<file path="src/iwdt_pkg.sv">
// ============================================================
// What this block does
// - Each instruction arrives as one 14-bit word with opcode and operands.
// - Words are sorted into byte, bit, or literal-and-control groups.
// - An instruction takes one instruction cycle unless an exception applies.
// - Direct call and call through the accumulator take two cycles.
// - Plain return, return with literal and interrupt return take two cycles.
// - Jumps, relative branches and taken skips take two cycles.
// - Indirect access through a pointer aimed at program memory adds a cycle.
// - One instruction cycle is four consecutive oscillator clocks.
// - File register operands are read, modified, then stored as directed.
// - The named register is read even when the instruction only writes it.
// - The address field selects file location 0x00 to 0x7F.
// - Destination bit clear stores to accumulator, set stores to file register.
// - Bit field selects one bit of the addressed 8-bit register.
// - Don't-care bits are ignored; zero or one gives the same result.
// - Pointer number selects one of two pointers and its indirect register.
// - Two-bit update field picks pre/post increment or decrement.
// - Count-down skip takes one cycle, or two when result is zero.
package iwdt_pkg;

	// ============================================================
	// Widths
	localparam int unsigned WORD_W = 14;
	localparam int unsigned DATA_W = 8;
	localparam int unsigned FADR_W = 7;

	// ============================================================
	// Avalon register byte offsets
	localparam logic [3:0] OFS_INSTR   = 4'h0;
	localparam logic [3:0] OFS_STATUS  = 4'h4;
	localparam logic [3:0] OFS_DECODE  = 4'h8;
	localparam logic [3:0] OFS_RETIRED = 4'hC;

	// ============================================================
	// Reset values
	localparam logic [13:0] WORD_RST    = 14'h0000;
	localparam logic [7:0]  DATA_RST    = 8'h00;
	localparam logic [15:0] RETIRED_RST = 16'h0000;
	localparam logic [31:0] RDATA_RST   = 32'h00000000;

	// ============================================================
	// Sequencing
	localparam logic [1:0] QUARTER_FIRST = 2'h0;
	localparam logic [1:0] QUARTER_READ  = 2'h0;
	localparam logic [1:0] QUARTER_CALC  = 2'h1;
	localparam logic [1:0] QUARTER_LAST  = 2'h3;
	localparam logic [1:0] CYCLE_FIRST   = 2'h0;

	// ============================================================
	// Opcode patterns
	localparam logic [1:0] TOP_BYTE    = 2'h0;
	localparam logic [1:0] TOP_BIT     = 2'h1;
	localparam logic [1:0] TOP_EXT     = 2'h3;
	localparam logic [1:0] BIT_CLR     = 2'h0;
	localparam logic [1:0] BIT_SET     = 2'h1;
	localparam logic [1:0] BIT_SKIPSET = 2'h3;
	localparam logic [3:0] NIB_NONE    = 4'h0;
	localparam logic [3:0] NIB_DECSKIP = 4'hB;
	localparam logic [3:0] NIB_INCSKIP = 4'hF;
	localparam logic [3:0] NIB_LSL     = 4'h5;
	localparam logic [3:0] NIB_LSR     = 4'h6;
	localparam logic [3:0] NIB_ASR     = 4'h7;
	localparam logic [3:0] NIB_SUBB    = 4'hB;
	localparam logic [3:0] NIB_ADDC    = 4'hD;
	localparam logic [6:0] OP_CLRACC   = 7'h02;
	localparam logic [2:0] OP_CALL     = 3'h4;
	localparam logic [2:0] OP_JUMP     = 3'h5;
	localparam logic [5:0] OP_RETLIT   = 6'h34;
	localparam logic [4:0] OP_RELBR    = 5'h19;
	localparam logic [9:0] OP_CTL      = 10'h000;
	localparam logic [9:0] OP_PTR      = 10'h001;
	localparam logic [3:0] CTL_RET     = 4'h8;
	localparam logic [3:0] CTL_RETINT  = 4'h9;
	localparam logic [3:0] CTL_CALLACC = 4'hA;
	localparam logic [3:0] CTL_BRACC   = 4'hB;
	localparam logic [5:0] IND_ADDR_HI = 6'h00;
	localparam logic [6:0] FILE_CLRACC = 7'h00;

	// ============================================================
	// Types
	typedef enum logic [1:0] {GRP_BYTE, GRP_BIT, GRP_LITCTL} iwdt_group_t;
	typedef enum logic {ST_IDLE, ST_EXEC} iwdt_state_t;

endpackage : iwdt_pkg

</file>
<file path="src/iwdt_core.sv">
`timescale 1ns/1ps
module iwdt_core
	import iwdt_pkg::*;
(
	input  wire logic        core_clk,
	input  wire logic        rst_b,
	input  wire logic [3:0]  avs_address,
	input  wire logic        avs_read,
	input  wire logic        avs_write,
	input  wire logic [31:0] avs_writedata,
	output logic [31:0]      avs_readdata,
	output logic             avs_waitrequest,
	input  wire logic [7:0]  file_rd_data,
	input  wire logic [7:0]  alu_result,
	input  wire logic [1:0]  ptr_prog_mem,
	output logic [6:0]       file_addr,
	output logic             file_rd,
	output logic             file_wr,
	output logic [7:0]       file_wr_data,
	output logic             acc_wr,
	output logic [7:0]       acc_wr_data,
	output logic [7:0]       alu_operand,
	output logic             ptr_sel,
	output logic             ptr_step,
	output logic             ptr_down,
	output logic             cycle_tick,
	output logic             instr_done,
	output logic             skip_next
);

	// ============================================================
	// Reset release through two flip-flops
	logic rst_meta;
	logic rst_sync_b;

	always_ff @(posedge core_clk or negedge rst_b) begin
		if (!rst_b) begin
			rst_meta   <= 1'b0;
			rst_sync_b <= 1'b0;
		end else begin
			rst_meta   <= 1'b1;
			rst_sync_b <= rst_meta;
		end
	end

	// ============================================================
	// State
	iwdt_state_t state;
	logic [1:0]  phase;
	logic [1:0]  cyc_idx;
	logic [1:0]  cyc_last;
	logic [13:0] word;
	logic [7:0]  operand;
	logic [7:0]  result;
	logic        skip_taken;
	logic [15:0] retired;
	logic        rd_ack;

	// Decoder outputs
	iwdt_group_t dec_grp;
	logic [6:0]  dec_file_addr;
	logic        dec_has_file;
	logic        dec_dest_file;
	logic [2:0]  dec_bit_num;
	logic        dec_bit_set;
	logic        dec_bit_clr;
	logic        dec_bit_test;
	logic        dec_skip_on_set;
	logic        dec_skip_dec;
	logic        dec_skip_inc;
	logic        dec_ptr_op;
	logic        dec_ind_file;
	logic        dec_ptr_num;
	logic [1:0]  dec_ptr_mode;
	logic        dec_two_cycle;
	logic        dec_ind_extra;
	logic [1:0]  dec_base_last;

	// ============================================================
	// Sequencing terms
	wire        exec      = state == ST_EXEC;
	wire        cyc0      = exec && cyc_idx == CYCLE_FIRST;
	wire        q_last    = phase == QUARTER_LAST;
	wire        calc_q    = cyc0 && phase == QUARTER_CALC;
	wire        start     = avs_write && avs_address == OFS_INSTR && !exec;
	wire [13:0] dec_word  = start ? avs_writedata[13:0] : word;
	wire        done      = exec && q_last && cyc_idx == cyc_last;

	iwdt_field_decode u_decode (
		.word        (dec_word),
		.ptr_prog_mem(ptr_prog_mem),
		.grp         (dec_grp),
		.file_addr   (dec_file_addr),
		.has_file    (dec_has_file),
		.dest_file   (dec_dest_file),
		.bit_num     (dec_bit_num),
		.bit_set_op  (dec_bit_set),
		.bit_clr_op  (dec_bit_clr),
		.bit_test    (dec_bit_test),
		.skip_on_set (dec_skip_on_set),
		.skip_dec    (dec_skip_dec),
		.skip_inc    (dec_skip_inc),
		.ptr_op      (dec_ptr_op),
		.ind_file    (dec_ind_file),
		.ptr_num     (dec_ptr_num),
		.ptr_mode    (dec_ptr_mode),
		.two_cycle   (dec_two_cycle),
		.ind_extra   (dec_ind_extra),
		.base_last   (dec_base_last)
	);

	// ============================================================
	// Next-state selection
	wire         next_state_exec = start || (exec && !done);
	iwdt_state_t next_state;
	assign next_state = next_state_exec ? ST_EXEC : ST_IDLE;

	// Quarter counter free-runs while busy, four clocks per cycle
	wire [1:0] next_phase   = exec ? phase + 2'h1 : QUARTER_FIRST;
	wire [1:0] next_cyc_idx = (!exec || done) ? CYCLE_FIRST :
	                          (q_last ? cyc_idx + 2'h1 : cyc_idx);

	// ============================================================
	// Modify stage: bit ops, count skips, else the outside ALU
	wire [7:0] bit_mask   = 8'h01 << dec_bit_num;
	wire [7:0] mod_value  = dec_bit_set  ? (operand | bit_mask) :
	                        dec_bit_clr  ? (operand & ~bit_mask) :
	                        dec_skip_dec ? (operand - 8'h01) :
	                        dec_skip_inc ? (operand + 8'h01) : alu_result;
	wire       bit_is_set = (operand & bit_mask) != 8'h00;
	wire       skip_now   = (dec_skip_dec || dec_skip_inc) ? (mod_value == 8'h00) :
	                        (dec_bit_test ? (bit_is_set == dec_skip_on_set) : 1'b0);

	// Taken skip stretches the count by one idle cycle
	wire [1:0] next_cyc_last = start ? dec_base_last :
	                           ((calc_q && skip_now) ? cyc_last + 2'h1 : cyc_last);
	wire       next_skip     = start ? 1'b0 : (calc_q ? skip_now : skip_taken);

	// Operand is caught at the read quarter, even for write-only ops
	wire [7:0] next_operand = (cyc0 && phase == QUARTER_READ && dec_has_file) ?
	                          file_rd_data : operand;
	wire [7:0] next_result  = calc_q ? mod_value : result;

	// ============================================================
	// Store routing: bit tests never store; byte ops follow d
	wire store_file = dec_has_file && !dec_bit_test &&
	                  (dec_grp == GRP_BIT || dec_dest_file);
	// Byte group without a file operand is clear-accumulator, which still stores to W
	wire store_acc  = dec_grp == GRP_BYTE && !dec_dest_file;

	// Strobes only in the first cycle, so extra and skipped cycles stay idle
	assign file_rd = cyc0 && phase == QUARTER_READ && dec_has_file;
	assign file_wr = cyc0 && q_last && store_file;
	assign acc_wr  = cyc0 && q_last && store_acc;

	// Pointer update at the first quarter for pre, the last for post
	wire ptr_pre = !dec_ptr_mode[1];
	assign ptr_step = cyc0 && dec_ptr_op &&
	                  (ptr_pre ? phase == QUARTER_FIRST : q_last);

	// Cycle markers
	assign cycle_tick = exec && q_last;
	assign instr_done = done;
	assign skip_next  = done && skip_taken;

	// Data outputs straight from flip-flops
	assign file_wr_data = result;
	assign acc_wr_data  = result;
	assign alu_operand  = operand;

	// ============================================================
	// Avalon slave: reads take one wait state, instruction writes stall while busy
	wire [31:0] status_word = {22'h000000, phase, skip_taken, dec_ind_extra,
	                           dec_ind_file, cyc_last, dec_grp, exec};
	wire [31:0] decode_word = {17'h00000, dec_has_file, dec_ptr_mode, dec_ptr_num,
	                           dec_bit_num, dec_dest_file, file_addr};
	wire [31:0] rd_mux = (avs_address == OFS_INSTR)   ? {18'h00000, word} :
	                     (avs_address == OFS_STATUS)  ? status_word :
	                     (avs_address == OFS_DECODE)  ? decode_word :
	                     (avs_address == OFS_RETIRED) ? {16'h0000, retired} : 32'h00000000;
	wire        rd_take = avs_read && !rd_ack;

	assign avs_waitrequest = rd_take || (avs_write && avs_address == OFS_INSTR && exec);

	// Bus registers
	always_ff @(posedge core_clk or negedge rst_sync_b) begin
		if (!rst_sync_b) begin
			rd_ack       <= 1'b0;
			avs_readdata <= RDATA_RST;
		end else begin
			rd_ack       <= rd_take;
			avs_readdata <= rd_take ? rd_mux : avs_readdata;
		end
	end

	// ============================================================
	// Sequencer registers
	always_ff @(posedge core_clk or negedge rst_sync_b) begin
		if (!rst_sync_b) begin
			state    <= ST_IDLE;
			phase    <= QUARTER_FIRST;
			cyc_idx  <= CYCLE_FIRST;
			cyc_last <= CYCLE_FIRST;
		end else begin
			state    <= next_state;
			phase    <= next_phase;
			cyc_idx  <= next_cyc_idx;
			cyc_last <= next_cyc_last;
		end
	end

	// Instruction latch and operand fields held for the whole instruction
	always_ff @(posedge core_clk or negedge rst_sync_b) begin
		if (!rst_sync_b) begin
			word      <= WORD_RST;
			file_addr <= FILE_CLRACC;
			ptr_sel   <= 1'b0;
			ptr_down  <= 1'b0;
		end else if (start) begin
			word      <= avs_writedata[13:0];
			file_addr <= dec_file_addr;
			ptr_sel   <= dec_ptr_num;
			ptr_down  <= dec_ptr_mode[0];
		end
	end

	// Datapath registers
	always_ff @(posedge core_clk or negedge rst_sync_b) begin
		if (!rst_sync_b) begin
			operand    <= DATA_RST;
			result     <= DATA_RST;
			skip_taken <= 1'b0;
			retired    <= RETIRED_RST;
		end else begin
			operand    <= next_operand;
			result     <= next_result;
			skip_taken <= next_skip;
			retired    <= done ? retired + 16'h0001 : retired;
		end
	end

	// ============================================================
	// Checks beside the logic
	quarter_period_a: assert property (
		@(posedge core_clk) disable iff (!rst_sync_b)
		cycle_tick && !done |=> !cycle_tick [*3] ##1 cycle_tick)
		else $error("instruction cycle is not four clocks");

	single_cycle_a: assert property (
		@(posedge core_clk) disable iff (!rst_sync_b)
		start && dec_base_last == 2'h0 && !dec_skip_dec && !dec_skip_inc && !dec_bit_test
		|-> ##4 instr_done)
		else $error("plain instruction did not finish in one cycle");

	two_cycle_a: assert property (
		@(posedge core_clk) disable iff (!rst_sync_b)
		start && dec_two_cycle && !dec_ind_extra |-> !instr_done [*8] ##1 instr_done)
		else $error("call or return did not take two cycles");

	indirect_extra_a: assert property (
		@(posedge core_clk) disable iff (!rst_sync_b)
		start && dec_ind_extra && !dec_two_cycle && !dec_skip_dec && !dec_skip_inc &&
		!dec_bit_test |-> ##8 instr_done)
		else $error("program memory indirect access missed its extra cycle");

	read_first_a: assert property (
		@(posedge core_clk) disable iff (!rst_sync_b)
		file_wr |-> $past(file_rd, 3))
		else $error("file register written without prior read");

	skip_stretch_a: assert property (
		@(posedge core_clk) disable iff (!rst_sync_b)
		calc_q && skip_now |=> cyc_last == $past(cyc_last) + 2'h1)
		else $error("taken skip did not add a cycle");

	skipped_idle_a: assert property (
		@(posedge core_clk) disable iff (!rst_sync_b)
		exec && cyc_idx != CYCLE_FIRST |-> !file_wr && !acc_wr && !file_rd && !ptr_step)
		else $error("state changed during an idle cycle");

	dest_route_a: assert property (
		@(posedge core_clk) disable iff (!rst_sync_b)
		acc_wr |-> !file_wr && !word[7] && dec_grp == GRP_BYTE)
		else $error("accumulator store with destination bit set");

	bus_stall_a: assert property (
		@(posedge core_clk) disable iff (!rst_sync_b)
		avs_write && avs_address == OFS_INSTR && exec |-> avs_waitrequest)
		else $error("instruction write accepted while busy");

endmodule : iwdt_core

</file>
<file path="src/iwdt_field_decode.sv">
`timescale 1ns/1ps
module iwdt_field_decode
	import iwdt_pkg::*;
(
	input  wire logic [13:0] word,
	input  wire logic [1:0]  ptr_prog_mem,
	output iwdt_group_t      grp,
	output logic [6:0]       file_addr,
	output logic             has_file,
	output logic             dest_file,
	output logic [2:0]       bit_num,
	output logic             bit_set_op,
	output logic             bit_clr_op,
	output logic             bit_test,
	output logic             skip_on_set,
	output logic             skip_dec,
	output logic             skip_inc,
	output logic             ptr_op,
	output logic             ind_file,
	output logic             ptr_num,
	output logic [1:0]       ptr_mode,
	output logic             two_cycle,
	output logic             ind_extra,
	output logic [1:0]       base_last
);

	// ============================================================
	// Group sort on the top bits
	wire [1:0] top2     = word[13:12];
	wire [3:0] nib      = word[11:8];
	wire       is_clracc = word[13:7] == OP_CLRACC;
	wire       ext_byte = top2 == TOP_EXT && (nib == NIB_LSL || nib == NIB_LSR ||
	                      nib == NIB_ASR || nib == NIB_SUBB || nib == NIB_ADDC);
	wire       byte_grp = (top2 == TOP_BYTE && (nib != NIB_NONE || word[7])) || ext_byte;
	wire       bit_grp  = top2 == TOP_BIT;
	wire       ctl_grp  = word[13:4] == OP_CTL;
	wire [3:0] ctl_low  = word[3:0];

	assign grp = byte_grp ? GRP_BYTE : (bit_grp ? GRP_BIT : GRP_LITCTL);

	// ============================================================
	// Operand fields; clear-accumulator low bits are don't-care
	assign has_file  = (byte_grp && !is_clracc) || bit_grp;
	assign file_addr = is_clracc ? FILE_CLRACC : word[6:0];
	assign dest_file = word[7];
	assign bit_num   = word[9:7];

	// Bit and skip kinds
	assign bit_set_op  = bit_grp && word[11:10] == BIT_SET;
	assign bit_clr_op  = bit_grp && word[11:10] == BIT_CLR;
	assign bit_test    = bit_grp && word[11];
	assign skip_on_set = bit_grp && word[11:10] == BIT_SKIPSET;
	assign skip_dec    = top2 == TOP_BYTE && nib == NIB_DECSKIP;
	assign skip_inc    = top2 == TOP_BYTE && nib == NIB_INCSKIP;

	// ============================================================
	// Pointer selection: explicit pointer ops or file address 0/1
	assign ptr_op   = word[13:4] == OP_PTR;
	assign ind_file = has_file && word[6:1] == IND_ADDR_HI;
	assign ptr_num  = ptr_op ? word[2] : word[0];
	assign ptr_mode = word[1:0];

	// ============================================================
	// Cycle count before any skip decision
	assign two_cycle = word[13:11] == OP_CALL || word[13:11] == OP_JUMP ||
	                   word[13:8] == OP_RETLIT || word[13:9] == OP_RELBR ||
	                   (ctl_grp && (ctl_low == CTL_CALLACC || ctl_low == CTL_RET ||
	                    ctl_low == CTL_RETINT || ctl_low == CTL_BRACC));
	assign ind_extra = (ind_file || ptr_op) && ptr_prog_mem[ptr_num];
	assign base_last = {1'b0, two_cycle} + {1'b0, ind_extra};

endmodule : iwdt_field_decode

</file>
<file path="config.mk">
export PLATFORM = sky130hd
export DESIGN_NAME = iwdt_core
export DESIGN_NICKNAME = d
export VERILOG_FILES = /design/src/iwdt_pkg.sv /design/src/iwdt_core.sv /design/src/iwdt_field_decode.sv
export SDC_FILE = /design/constraint.sdc
export NUM_CORES = 1
export LEC_CHECK = 0
export ABC_AREA = 1
export BUFFER_PORTS_ARGS = -buffer_cell sky130_fd_sc_hd__buf_2
export CAP_MARGIN = 0
export CORE_MARGIN = 2
export CORE_UTILIZATION = 40
export DETAILED_ROUTE_END_ITERATION = 8
export PLACE_DENSITY_LB_ADDON = 0.3
export SETUP_SLACK_MARGIN = 0.5
export SYNTH_ARGS = -nofsm -noshare
export SYNTH_HDL_FRONTEND = slang
export SYNTH_SLANG_ARGS = --single-unit
</file>
<file path="constraint.sdc">
create_clock -name core_clk -period 3.6 [get_ports core_clk]
set_input_delay 0 -clock core_clk [delete_from_list [all_inputs] [get_ports core_clk]]
set_output_delay 0 -clock core_clk [all_outputs]
set_load 0.02 [all_outputs]
</file>
==> results.md <==
- Outcome: completed
- Tot Pwr: 0.004339 W
- Chip Height: 118.1 um
- Max-slew headroom: 31.30%
- Core Region: 12670 um2
- Leading area contributor after synthesis: dfrtp_1
- Final setup fails: 0
- Area share of the largest cell type after synthesis: 39.39%
- Die ar.: 13950 um2
- Number of global-route vias before repair: 4549
- Pin count of the biggest net entering global routing: 81
- Reg clk slew, reported paths: 0.06 ns
- DP Area: 5728 um2
- Pwr/cell area: 687.6 nW/um2
- Final non-filler cell total: 957
- Yosys reg bits: 82
- RSZ-0062 raised after global routing: yes
- Compound-Gate Fraction of Synth Area: 12.92%
- Nets: 846
- CTS tree: done
- Gr usage total: 20.64%
- Fmax: 353.2 MHz
- # DRC: 0
- Mapped cell area: 5210 um2
- Rows: 41
- Crit path DAT: 3.07 ns
- Area delta synth->final: 21.11%
- Mux contribution to synthesized area: 0%
- Die W: 118.1 um
- Count of different cell masters after synthesis: 42
- Required @ worst endpoint: 3.84 ns
- Synth Area in Adders: 1.921%
- Ys async rst share: 100.0%
- Worst Hold Class: in2reg
- Global-route wire length before repair: 23.05 mm
- GPL Wtd Cong: 0.8723
- Detailed Routing Iterations Pass 1: 5
- Vias per cell: 4.951
- DRT Wirelength: 14.07 mm
- Fin Setup TNS: 0 ns
- Worst skew pair latency: 0.35 ns
- GRT overflow: 0
- H-tree levels: 3
- Worst VDD drop: 0.0004696 V
- Gate Count Post-Synth: 663
- Starting Density: 41.12%
- Worst-Margin Slew: 1.031 ns
- DP Wirelength: 10.59 mm
- Placed Cells: 915
- Ports: 131
- Simple-gate share of the synthesized area: 28.10%
- Pleak: 3.389 nW
- ANT cells: 0
- Worst Path Max Fanout: 10
- Area occupied by multi-input gates: 2569 um2
- Number of max-cap violations: 0
- Fill cells: 1279
- Layout cells sized above 1: 23.31%
- Synth Warn #: 0
- Initial DRC count: 432
- Final Cell Area: 6310 um2
- Slew Limit Fails: 0
- Initial antenna violation count: 0
- Clock sinks: 82
- Number of buffers created by CTS: 9
- Synth Area in XOR/XNOR: 4.707%
- Min Tclk post-route: 2.831 ns
- Top FF cell, synth: dfrtp_1
- Seq/Total Area, Yosys: 39.39%
- Main combinational cell family by area after synthesis: simple AND/OR/NAND/NOR gates
- Port-buffer cells: 96
- Drt wl/cell: 14.70 um
- Register area: 2057 um2
- Clock buffer depth: 2
- Critical path capture point type: flop
- Mean Syn Cell Area: 7.858 um2
- DR vias: 4738
- Post-route ant nets: 0
- Commonest cells after routing, fill and taps aside: nand2_1, buf_2, inv_1, dfrtp_1, nand3_1
- Hold Violations, Final: 0
- Root Buffer: clkbuf_16
- Most common cell after layout, fill and taps aside: nand2_1
- CP Class: reg2reg
- EDFF count, synth: 0
- Top cells by area, synth: dfrtp_1, nand2_1, inv_1
- Worst Skew: 0.008486 ns
- Crit start category: flop
- Final Cycle Share: 78.64%
==> critical path, cell delays in order (launching register included) <==
cell and delay, ns:
dfrtp_2 0.44, inv_6 0.11, nand4_4 0.17, nand2_1 0.10
nand2_1 0.21, inv_1 0.22, nand2_4 0.10, nor2_1 0.10
nand4_1 0.19, nand2_1 0.13, o21ai_2 0.07, inv_2 0.09
nand2_1 0.06, nand2_1 0.05, inv_1 0.04, a21oi_2 0.14
ha_1 0.25, nand2_1 0.06, o21ai_0 0.07, nand2_1 0.07
nand2_1 0.05
==> timing repair <==
action,CTS,global route
endpoints found under the setup margin,6,4
pin swaps,1,3
buffers inserted,1,7
hold endpoints to repair,22,0
hold buffers,18,0
resized for setup,5,9
==> registers in the layout, indices dropped and copies added (netlist names) <==
name	cells
rd_ack	1
avs_readdata	16
rst_sync_b	1
retired	16
rst_meta	1
cyc_idx	2
ptr_sel	1
ptr_down	1
file_addr	7
exec	1
acc_wr_data	8
alu_operand	8
cyc_last	2
phase	2
skip_taken	1
word	14
==> layer usage <==
layer	track usage, %	vias up	routed length (um)
li1	-	2329	-
met1	29.15	2223	6594
met2	31.76	171	6459
met3	4.360	15	836
met4	6.175	0	176
met5	0	-	0
==> stage by stage <==
step | hold slack, ns | utilization, % | setup WS (ns)
final | 0.01484 | 49.80 | 0.7689
after global routing | 0.01690 | 49.80 | 0.4874
after CTS | 0.003266 | 49.10 | 0.5099
after detailed placement | -0.2145 | 45.21 | 0.3684
after global placement | -0.2158 | 45.21 | 0.4440
after floorplan | -0.2956 | - | 0.9672
==> power by group <==
part	switching [W]	internal (W)
Combinational	0.00132	0.000658
Clock	0.000392	0.000540
Sequential	0.000253	0.00117
Total	0.00197	0.00237
==> path summary, 6_finish.rpt <==
kind / from / end / slack (ns) / cells after the start
max in group asynchronous: rst_sync_b$_DFF_PN0_ / exec$_DFF_PN0_ / 2.35 / 0
worst min register to register: rst_meta$_DFF_PN0_ / rst_sync_b$_DFF_PN0_ / 0.36 / 0
worst max-delay path: exec$_DFF_PN0_ / cyc_last[0]$_DFFE_PN0P_ / 0.77 / 20
min in group asynchronous: rst_b / rst_sync_b$_DFF_PN0_ / 0.49 / 3
worst max register to register: exec$_DFF_PN0_ / cyc_last[0]$_DFFE_PN0P_ / 0.77 / 20
worst min-delay path: avs_writedata[8] / word[8]$_DFF_PN0_ / 0.01 / 3
==> cell usage after synthesis (14+ instances only) <==
library cell,number
o22ai_1,16
nor2_1,38
inv_1,91
nand2_1,162
buf_4,24
a21oi_1,15
nand2_4,14
o21ai_0,38
nand3_1,43
xor2_1,24
dfrtp_1,82
==> layout make-up <==
cell class	count	area share, %
Multi-Input combinational cell	457	40.71
Sequential cell	82	32.60
Clock buffer	12	3.748
Timing Repair Buffer	128	12.45
Inverter	102	6.266
Tap cell	172	3.411
Clock inverter	4	0.8130
==> logic make-up (layout without fill, tap and decap cells) <==
group | Yosys count | count (layout)
buf+inv | 139 | 246
simple gates | 297 | 297
xor+xnor | 28 | 28
compound gates | 107 | 107
other cells | 2 | 17
flops | 82 | 82
fa+ha+maj | 8 | 8
Power figures use the tool's default switching activity.
